==> src/hdl/adcct_pkg.sv <==
// adcct_pkg: constants and types for the converter sequencing block
// assumes one 125 MHz system clock; master clock arrives as a pin
package adcct_pkg;

    // master clock periods per sequence
    localparam int          CONV_MCLKS      = 18;
    localparam int          CAL_FULL_MCLKS  = 125013;
    localparam int          CAL_DACFS_MCLKS = 111124;
    localparam int          CAL_OFFS_MCLKS  = 13889;
    // result lands one whole period before busy falls (needs half)
    localparam int          LOAD_AT_MCLK    = CONV_MCLKS - 1;
    localparam int          CNT_W           = 17;
    localparam int          RES_W           = 12;
    localparam int          DATA_W          = 16;

    // control word written over the parallel port
    localparam int          CAL_START_BIT   = 4;
    localparam int          CAL_SEL_LSB     = 2;
    localparam logic [1:0]  CAL_SEL_FULL    = 2'h0;
    localparam logic [1:0]  CAL_SEL_DACFS   = 2'h1;
    localparam logic [1:0]  CAL_SEL_OFFS    = 2'h2;

    // reset values
    localparam logic [RES_W-1:0]  RESULT_RST = 12'h000;
    localparam logic [DATA_W-1:0] DATA_RST   = 16'h0000;

    // synchroniser bit positions
    localparam int          PIN_MCLK        = 4;
    localparam int          PIN_CVST        = 3;
    localparam int          PIN_CS          = 2;
    localparam int          PIN_WR          = 1;
    localparam int          PIN_RD          = 0;
    localparam int          PIN_N           = 5;

    typedef enum logic [1:0]
    {
        MODE_CONV,
        MODE_CAL_FULL,
        MODE_CAL_DACFS,
        MODE_CAL_OFFS
    } adcct_mode_t;

    typedef enum logic
    {
        ST_IDLE,
        ST_BUSY
    } adcct_state_t;

endpackage : adcct_pkg

==> src/hdl/adcct_res_if.sv <==
// adcct_res_if: link between sequencer and result store
// assumes both ends on the same clock
`timescale 1ns/1ps
interface adcct_res_if;
    import adcct_pkg::*;
    logic                 load;
    logic [RES_W-1:0]     wdata;
    logic                 hi_sel;
    logic [DATA_W-1:0]    rdata;

    modport core  (output load, output wdata, output hi_sel, input rdata);
    modport store (input load, input wdata, input hi_sel, output rdata);
endinterface : adcct_res_if

==> src/hdl/adcct_result_store.sv <==
// adcct_result_store: output register holding the last result
// assumes sequencer pulses load once per finished conversion
`timescale 1ns/1ps
module adcct_result_store
    import adcct_pkg::*;
(
    // clock and reset
    input  wire logic    clock_i,
    input  wire logic    sys_rst_i,
    // sequencer side
    adcct_res_if.store   res
);

    typedef struct packed
    {
        logic [RES_W-1:0]  result;
        logic [DATA_W-1:0] rdata;
    } adcct_store_t;

    adcct_store_t q;
    adcct_store_t d;

    always_comb
    begin
        d = q;
        if (res.load)
        begin
            d.result = res.wdata;
        end
        // upper byte moves to the low lanes for byte-wide hosts
        if (res.hi_sel)
        begin
            d.rdata = {8'h00, 4'h0, q.result[RES_W-1:8]};
        end
        else
        begin
            d.rdata = {4'h0, q.result};
        end
    end

    always_ff @(posedge clock_i)
    begin
        if (sys_rst_i)
        begin
            q <= '{result: RESULT_RST, rdata: DATA_RST};
        end
        else
        begin
            q <= d;
        end
    end

    assign res.rdata = q.rdata;

endmodule : adcct_result_store

==> src/hdl/adcct_top.sv <==
// adcct_top: conversion and calibration sequencer with parallel read port
// assumes master clock far slower than clock_i; all pins are asynchronous
// Function
// - conversion lasts exactly eighteen master clocks
// - full self-calibration lasts 125013 master clocks
// - DAC plus full-scale calibration: 111124 clocks
// - system offset calibration lasts 13889 clocks
// - result loaded one whole period before busy falls
// - busy rises within 2.5 clocks of deselect
`timescale 1ns/1ps
module adcct_top
    import adcct_pkg::*;
#(
    parameter int CAL_FULL_CLKS  = CAL_FULL_MCLKS,
    parameter int CAL_DACFS_CLKS = CAL_DACFS_MCLKS,
    parameter int CAL_OFFS_CLKS  = CAL_OFFS_MCLKS
)
(
    // clock and reset
    input  wire logic              clock_i,
    input  wire logic              sys_rst_i,
    // converter pins
    input  wire logic              master_clock_input_i,
    input  wire logic              convert_start_pin_i,
    input  wire logic [RES_W-1:0]  adc_code_i,
    output logic                   busy_o,
    // parallel host port
    input  wire logic              cs_n_i,
    input  wire logic              rd_n_i,
    input  wire logic              wr_n_i,
    input  wire logic              high_byte_select_i,
    input  wire logic [DATA_W-1:0] data_i,
    output logic [DATA_W-1:0]      data_o,
    output logic                   data_oe_o
);

    typedef struct packed
    {
        logic [PIN_N-1:0]  s1;
        logic [PIN_N-1:0]  s2;
        logic [PIN_N-1:0]  s3;
        logic              hbs_s1;
        logic              hbs_s2;
        logic [DATA_W-1:0] dat_s1;
        logic [DATA_W-1:0] dat_s2;
        adcct_state_t      state;
        adcct_mode_t       mode;
        logic [CNT_W-1:0]  cnt;
        logic              busy;
        logic              cal_pend;
        logic [1:0]        cal_sel;
        logic              load;
        logic [RES_W-1:0]  sample;
        logic              oe;
        logic [DATA_W-1:0] dout;
    } adcct_ctl_t;

    adcct_ctl_t  q;
    adcct_ctl_t  d;
    adcct_res_if res ();

    function automatic logic [CNT_W-1:0] seq_len(adcct_mode_t m);
        case (m)
            MODE_CONV:      seq_len = CNT_W'(CONV_MCLKS);
            MODE_CAL_FULL:  seq_len = CNT_W'(CAL_FULL_CLKS);
            MODE_CAL_DACFS: seq_len = CNT_W'(CAL_DACFS_CLKS);
            default:        seq_len = CNT_W'(CAL_OFFS_CLKS);
        endcase
    endfunction : seq_len

    function automatic adcct_mode_t cal_mode(logic [1:0] sel);
        case (sel)
            CAL_SEL_FULL:  cal_mode = MODE_CAL_FULL;
            CAL_SEL_DACFS: cal_mode = MODE_CAL_DACFS;
            default:       cal_mode = MODE_CAL_OFFS;
        endcase
    endfunction : cal_mode

    logic             mclk_rise;
    logic             cvst_rise;
    logic             cs_rise;
    logic             wr_rise;
    logic [CNT_W-1:0] cnt_nx;

    // edges come from the second and third stages only
    assign mclk_rise = q.s2[PIN_MCLK] & ~q.s3[PIN_MCLK];
    assign cvst_rise = q.s2[PIN_CVST] & ~q.s3[PIN_CVST];
    assign cs_rise   = q.s2[PIN_CS] & ~q.s3[PIN_CS];
    assign wr_rise   = q.s2[PIN_WR] & ~q.s3[PIN_WR] & ~q.s2[PIN_CS];
    assign cnt_nx    = q.cnt + CNT_W'(1);

    always_comb
    begin
        d        = q;
        d.s1     = {master_clock_input_i, convert_start_pin_i, cs_n_i,
                    wr_n_i, rd_n_i};
        d.s2     = q.s1;
        d.s3     = q.s2;
        d.hbs_s1 = high_byte_select_i;
        d.hbs_s2 = q.hbs_s1;
        d.dat_s1 = data_i;
        d.dat_s2 = q.dat_s1;
        d.load   = 1'b0;
        d.sample = adc_code_i;
        d.oe     = ~q.s2[PIN_CS] & ~q.s2[PIN_RD];
        d.dout   = res.rdata;
        // a control write arms calibration; deselect launches it
        if (wr_rise && q.state == ST_IDLE)
        begin
            d.cal_pend = q.dat_s2[CAL_START_BIT];
            d.cal_sel  = q.dat_s2[CAL_SEL_LSB +: 2];
        end
        case (q.state)
            ST_IDLE:
            begin
                d.cnt = '0;
                if (cs_rise && q.cal_pend)
                begin
                    d.state    = ST_BUSY;
                    d.busy     = 1'b1;
                    d.mode     = cal_mode(q.cal_sel);
                    d.cal_pend = 1'b0;
                end
                else if (cvst_rise)
                begin
                    d.state = ST_BUSY;
                    d.busy  = 1'b1;
                    d.mode  = MODE_CONV;
                end
            end
            ST_BUSY:
            begin
                // new starts are ignored until the count completes
                if (mclk_rise)
                begin
                    d.cnt = cnt_nx;
                    if (q.mode == MODE_CONV &&
                        cnt_nx == CNT_W'(LOAD_AT_MCLK))
                    begin
                        d.load = 1'b1;
                    end
                    if (cnt_nx == seq_len(q.mode))
                    begin
                        d.state = ST_IDLE;
                        d.busy  = 1'b0;
                    end
                end
            end
            default:
            begin
                d.state = ST_IDLE;
                d.busy  = 1'b0;
            end
        endcase
    end

    always_ff @(posedge clock_i)
    begin
        if (sys_rst_i)
        begin
            q <= '{s1: '1, s2: '1, s3: '1, hbs_s1: 1'b0, hbs_s2: 1'b0,
                   dat_s1: DATA_RST, dat_s2: DATA_RST, state: ST_IDLE,
                   mode: MODE_CONV, cnt: '0, busy: 1'b0, cal_pend: 1'b0,
                   cal_sel: CAL_SEL_FULL, load: 1'b0, sample: RESULT_RST,
                   oe: 1'b0, dout: DATA_RST};
        end
        else
        begin
            q <= d;
        end
    end

    assign res.load   = q.load;
    assign res.wdata  = q.sample;
    assign res.hi_sel = q.hbs_s2;

    adcct_result_store u_store
    (
        .clock_i   (clock_i),
        .sys_rst_i (sys_rst_i),
        .res       (res.store)
    );

    assign busy_o    = q.busy;
    assign data_o    = q.dout;
    assign data_oe_o = q.oe;

    // checking helpers: master edges while busy and since the last load
    logic [CNT_W-1:0] h_edges;
    logic [1:0]       h_since_load;

    always_ff @(posedge clock_i)
    begin
        if (sys_rst_i || !busy_o)
        begin
            h_edges <= '0;
        end
        else if (mclk_rise)
        begin
            h_edges <= h_edges + CNT_W'(1);
        end
        if (sys_rst_i || res.load)
        begin
            h_since_load <= 2'h0;
        end
        else if (mclk_rise && h_since_load != 2'h3)
        begin
            h_since_load <= h_since_load + 2'h1;
        end
    end
endmodule : adcct_top

==> config.mk <==
export PLATFORM = sky130hd
export DESIGN_NAME = adcct_top
export DESIGN_NICKNAME = d
export VERILOG_FILES = /design/src/hdl/adcct_pkg.sv /design/src/hdl/adcct_res_if.sv /design/src/hdl/adcct_result_store.sv /design/src/hdl/adcct_top.sv
export SDC_FILE = /design/constraint.sdc
export NUM_CORES = 1
export LEC_CHECK = 0
export BUFFER_PORTS_ARGS = -buffer_cell sky130_fd_sc_hd__buf_2
export CORE_MARGIN = 3
export CORE_UTILIZATION = 25
export DETAILED_ROUTE_END_ITERATION = 8
export SLEW_MARGIN = 30
export SYNTH_ARGS = -nofsm -noshare
export SYNTH_HDL_FRONTEND = slang
export SYNTH_SLANG_ARGS = --single-unit
==> constraint.sdc <==
create_clock -name clock_i -period 2.9 [get_ports clock_i]
set_input_delay 0.29 -clock clock_i [delete_from_list [all_inputs] [get_ports clock_i]]
set_output_delay 0.29 -clock clock_i [all_outputs]
set_load 0.1 [all_outputs]
==> results of run 1 <==
-- power groups by stage --
stage / registers [mW] / clock network (mW) / logic (mW)
floorplan: 1.38 / 0 / 0.0639
global placement: 1.38 / 0 / 0.0836
detailed placement: 1.38 / 0 / 0.0849
CTS: 1.35 / 1.27 / 0.0850
global route: 1.35 / 1.34 / 0.0917
finish: 1.35 / 1.24 / 0.0836
-- sequential cells by signal, indices dropped and copies added, names as in the netlist --
signal / count
q: 30
d: 14
data_o: 12
res.wdata: 12
u_store.q: 12
u_store.res.rdata: 12
busy_o: 1
data_oe_o: 1
res.hi_sel: 1
res.load: 1
-- worst max-delay path: stages (launching register included) --
cell     delay (ps)
dfxtp_1         490
ha_1            460
nand3_1         280
or3_1           420
o21ai_0         170
a21oi_1         120
nor4b_2         280
a21oi_1          90
-- cells in the final DEF, fill, tap and decap left out, types with 8 or more instances in the layout --
cell type and count:
buf_2 36, and2_1 8, nor3_1 9, clkbuf_16 9
a21oi_1 13, nor2b_1 35, dfxtp_1 96, xnor2_1 13
o21ai_0 12, nor2_1 45, nand3_1 8, nand2_1 14
nand4_1 8, mux2i_1 20, or2_2 16, xor2_1 12
inv_1 8
-- cell families after synthesis --
group	synth area share [%]
and+or+nand+nor	25.0
DFF	47.5
buffers and inverters	7.03
AOI/OAI and AO/OA	8.14
xor gates and xnor gates	5.42
muxes	4.95
adders and majority gates	1.86
other	0.0928
-- worst max-delay path by stage --
stage,from,endpoint
global route,q[34],busy_o
detailed placement,q[34],busy_o
finish,q[34],busy_o
global placement,q[34],busy_o
CTS,q[34],busy_o
floorplan,q[35],busy_o
-- per-stage QoR --
stage / area [µm²] / instances
final: 4610 / 656
after global routing: 4610 / 656
after CTS: 4610 / 656
after detailed placement: 4290 / 640
after global placement: 4290 / 640
after floorplan: 4050 / 435
-- final cells by class --
| cell class | count | area (µm²) |
|---|---|---|
| clock buffers | 10 | 239 |
| repair buffers | 42 | 225 |
| inverters | 8 | 30.0 |
| well taps | 211 | 264 |
| clock inverters | 6 | 83.8 |
| flip-flops and latches | 96 | 1920 |
| fillers | 1615 | 10900 |
| multi-input cells | 283 | 1850 |
-- routing by layer --
metal / GRT usage (%) / up-vias
li1: - / 1452
met1: 11.3 / 1319
met2: 13.6 / 64
met3: 1.96 / 16
met4: 3.77 / 0
met5: 0 / -
==> metrics.md, run 1 <==
| Metric | Value |
|---|---|
| Antenna diodes | `0` |
| # IOs | `54` |
| Hold Crit Start | `cs_n_i` |
| Flop-to-flop setup slack | `about 460 ps` |
| Syn Area/Cell | `around 9.4 µm²` |
| CTS buffer count | `9` |
| Leakage | `1.68 nW` |
| Clock skew | `10.0 ps` |
| Distinct cells, synth | `56` |
| Synth area leaders | `dfxtp_1 48%, nor2b_1 5.4%, mux2i_1 5.0%` |
| Worst reg2reg startpoint | `q[34]` |
| Row cnt | `45` |
| Largest net degree at the start of global routing | `just over 70` |
| Syn Inst Count | `approximately 430` |
| Worst-path fanout max | `11` |
| Met3 routed WL | `340 µm` |
| Port bufs | `36` |
| Hold depth | `2` |
| Global-route wire length before repair | `12,800 µm` |
| NumNets Final | `482` |
| Die width | `133 µm` |
| Top cell type's share of synthesized area | `47.5%` |
| Detailed Routing Iterations Pass 1 | `4` |
| Starting Density | `26.1%` |
| Worst-skew pair later-pin latency | `340 ps` |
| WL met2 | `between 3000 and 4000 µm` |
| HPWL after detailed placement | `5090 µm` |
| CTS clock-pin slew for the worst setup and hold paths | `70 ps` |
| CTS tree | `built` |
| Worst hold endpoint | `d[95]` |
| Final hold vios | `0` |
| GRT Total Usage | `8.62%` |
| Critical path class | `register to register` |
| GPL Wtd Cong | `0.835` |
| PnR worst setup slack | `approximately 460 ps` |
| FF-to-FF End | `busy_o` |
| VDD IR max | `283 µV` |
| Die Ht | `133 µm` |
| Number of synthesized flops with an enable pin | `0` |
| DR iter-0 viols | `187` |
| Synth Cell Area | `0.00404 mm²` |
| TNS Setup | `0 ps` |
| Most frequent cells after synthesis | `96 x dfxtp_1, 45 x nor2_1, 35 x nor2b_1, 25 x clkbuf_1, 20 x mux2i_1` |
| Grt ovf | `0` |
| Longest Clk Path Bufs | `2` |
| Final setup fails | `0` |
| CTS Hold Bufs | `0` |
| Synth Flop Type | `dfxtp_1` |
| Core ar. | `0.0155 mm²` |
| Fraction of layout instances using a drive strength above 1 | `18.2%` |
| HP Class | `input pin to register` |
| Htree depth | `3` |
| Clock power frac | `46.4%` |
| Worst slew pin tran | `821 ps` |
| Fmax | `between 400 and 500 MHz` |
| Critical Path Source Type | `register` |
| Worst setup EP type | `register` |
| Via count | `2,851` |
| Final Core Density | `29.8%` |
| Sequential power share | `50.4%` |
| DR top layer | `met4` |
| Reg2Reg Depth | `7` |
| Most common cell in the netlist | `dfxtp_1` |
| Period utilisation layout | `84.0%` |
| Synth area leader | `dfxtp_1` |
| Drt drc | `0` |
| Final Max Slew Viols | `0` |
| Pwr Total | `2.67 mW` |
| Ys async rst share | `0%` |
| Internal | `2.08 mW` |
| DR WL/cell | `11.5 µm` |
| Clock sink count | `96` |
| Switching Fraction | `22.1%` |
| Critical path required time | `3120 ps` |
| DRT Wirelength | `7570 µm` |
| P_sw | `0.592 mW` |
| Die area | `0.0177 mm²` |
| Vias in the first global route | `2,705` |
| Gate power share | `3.1%` |
| Post-CTS setup buffer count | `0` |
| CP arrival | `approximately 2700 ps` |
| Cts repair resizes | `0` |
| Status | `finished, final reports clean` |
| Seq/Total Area, Yosys | `47.5%` |
| Met1 wire length | `3740 µm` |
| Maxcap violations | `0` |
| Slew HR | `44.5%` |
| PD cells | `580 mW/mm²` |
| Post-route antenna net violation count | `0` |
| Final Hold Slack | `130 ps` |
| Place WS | `489 ps` |
| Min cycle time layout | `2440 ps` |
| Ys Warns | `0` |
| CTS root buf | `clkbuf_16` |
| Vias/cell | `4.35` |
| Area growth syn-to-layout | `14.1%` |
| Initial antenna violation count | `0` |
| RSZ-0062 raised after global routing | `no` |
| Flops & latches, synth | `96` |
Power figures use the tool's default switching activity.
==> inputs of run 2 (changes only) <==
Clock period 2.9 ns to 2.05 ns, I/O delays scaled along.
==> run 2 against run 1 <==
Against the previous run:
- sequential share of layout area down 1.9 points
- non-clock buffer count up 26
- hold slack worse by 89 ps
- die area unchanged
- total power up 40%
- clock power up 39%
- largest cell class unchanged
- count of clock-buffer cells in the layout down 1
==> metrics.md, run 2 (same netlist as run 1, synthesis figures left out) <==
| Metric | Value |
|---|---|
| Status | `finished, final reports clean` |
| Final setup fails | `0` |
| Inst Count DP | `665` |
| Htree depth | `3` |
| Worst reg2reg startpoint | `q[52]` |
| Family with the most delay on the worst path | `compound AO/OA/AOI/OAI gates` |
| RSZ-0062 raised after global routing | `yes` |
| DR WL/cell | `11.7 µm` |
| Grt ovf | `0` |
| Worst-path fanout max | `10` |
| NumNets Final | `508` |
| Cell mode on critical path | `inv_1` |
| Final hold vios | `0` |
| PD cells | `~770 mW/mm²` |
| Flop-to-flop setup slack | `approximately 50 ps` |
| Worst hold endpoint | `d[93]` |
| Row cnt | `45` |
| Vias/cell | `4.35` |
| Vias in the first global route | `2,778` |
| Port bufs | `36` |
| Largest net degree at the start of global routing | `37` |
| HPWL after detailed placement | `around 5500 µm` |
| Drt drc | `0` |
| Place WS | `-43.5 ps` |
| GPL Wtd Cong | `between 0.8 and 0.9` |
| Reg2Reg Depth | `8` |
| Period utilisation layout | `between 90 and 100%` |
| Initial antenna violation count | `0` |
| Fmax | `500 MHz` |
| Area growth syn-to-layout | `19.8%` |
| Die area | `around 0.018 mm²` |
| Core ar. | `about 0.015 mm²` |
| Max stage delay cell, worst path | `dfxtp_1` |
| Layout fillers | `1,613` |
| Maxcap violations | `0` |
| CTS tree | `built` |
| Most frequent cells in the layout | `92 x dfxtp_1, 45 x nor2_1, 36 x buf_2` |
| Antenna diodes | `0` |
| Fraction of layout instances using a drive strength above 1 | `between 20% and 30%` |
| VDD IR max | `462 µV` |
| Worst setup EP type | `register` |
| Die Ht | `133 µm` |
| Worst-skew pair later-pin latency | `340 ps` |
| Post-route antenna net violation count | `0` |
| Max reg flops | `30` |
| CP arrival | `approximately 2200 ps` |
| CTS buffer count | `9` |
| Critical path required time | `2260 ps` |
| CP max stage delay | `370 ps` |
| Leakage | `1.83 nW` |
| DRT Wirelength | `7960 µm` |
| Clock skew | `11.6 ps` |
| PnR worst setup slack | `50.7 ps` |
| CP Cell Sequence | `inv_1, ha_1, inv_1, o21ai_0, nor3b_2, o221ai_1, a211oi_2, a21oi_1` |
| Worst slew pin tran | `732 ps` |
| Final Max Slew Viols | `0` |
| Detailed Routing Iterations Pass 1 | `4` |
| Most common cell after layout, fill and taps aside | `dfxtp_1` |
| HP Class | `input pin to register` |
| Multi-input logic area | `0.00188 mm²` |
| FF-to-FF End | `busy_o` |
| Area occupied by registers | `0.00193 mm²` |
| # IOs | `54` |
| Top reg by flops | `q` |
| Global-route wire length before repair | `13,400 µm` |
| Slew HR | `51.2%` |
| Die width | `133 µm` |
| CTS root buf | `clkbuf_16` |
| Via count | `just under 3,000` |
| Critical path class | `register to register` |
| CTS clock-pin slew for the worst setup and hold paths | `70 ps` |
| Post-Layout Cell Count | `682` |
| Critical path origin | `q[52]` |
| DR iter-0 viols | `150` |
| Final Hold Slack | `40.3 ps` |
| Hold depth | `2` |
| Starting Density | `26.1%` |
| Longest Clk Path Bufs | `2` |
| GRT Total Usage | `9.06%` |
| Min cycle time layout | `2000 ps` |
| Critical Path Source Type | `register` |
| CP bufs+invs | `2` |
| Hold Crit Start | `rd_n_i` |
| Clock sink count | `96` |
[run 2: worst reg2reg max path, stage by stage, from the launching register on]
cell and delay [ps]:
dfxtp_1 370, inv_1 80, ha_1 310, inv_1 160, o21ai_0 150, nor3b_2 250
o221ai_1 180, a211oi_2 260, a21oi_1 100
[run 2: stage by stage]
step / total power, mW / cell area, µm² / util, % / setup TNS [ps]
final: 3.75 / 4840 / 31.3 / 0
after global routing: 3.89 / 4840 / 31.3 / -95.1
after CTS: 3.80 / 4810 / 31.1 / 0
after detailed placement: 2.07 / 4480 / 28.9 / -70.9
after global placement: 2.07 / 4480 / 28.9 / -10.1
after floorplan: 2.04 / 4060 / - / 0
[run 2: area by class of cell]
class	instances	share of cell area, %
clock buffer	9	4.65
clock inverter	7	1.76
timing repair buffer	68	8.84
multi-input combinational	283	38.9
sequential	96	39.8
tap	211	5.45
inverter	8	0.620
[run 2: what timing repair did]
action	in CTS	in global routing
cloned	0	0
endpoints found under the hold margin	0	0
pin swaps	2	3
resized for setup	4	8
setup buffers	0	1
hold buffers	0	0
endpoints found under the setup margin	2	3
[run 2: per-layer routing]
layer  GRT usage [%]  vias to the layer above  wire length [µm]
li1                -                     1498                 -
met1            12.4                     1371              3890
met2            14.0                       79              3570
met3            2.34                       17               333
met4            2.97                        0               163
met5               0                        -                 0
[run 2: how the worst max path moves through the flow]
stage | endpoint | slack, ps | cells past startpoint
CTS | busy_o | 20 | 8
global route | busy_o | -70 | 8
global placement | busy_o | -10 | 7
finish | busy_o | 50 | 8
detailed placement | busy_o | -40 | 7
floorplan | busy_o | 40 | 8
[run 2: power by group]
group	internal (mW)	switching [mW]
combinational	0.0425	0.0798
clock	0.967	0.748
sequential	1.90	0.0115
total	2.91	0.839
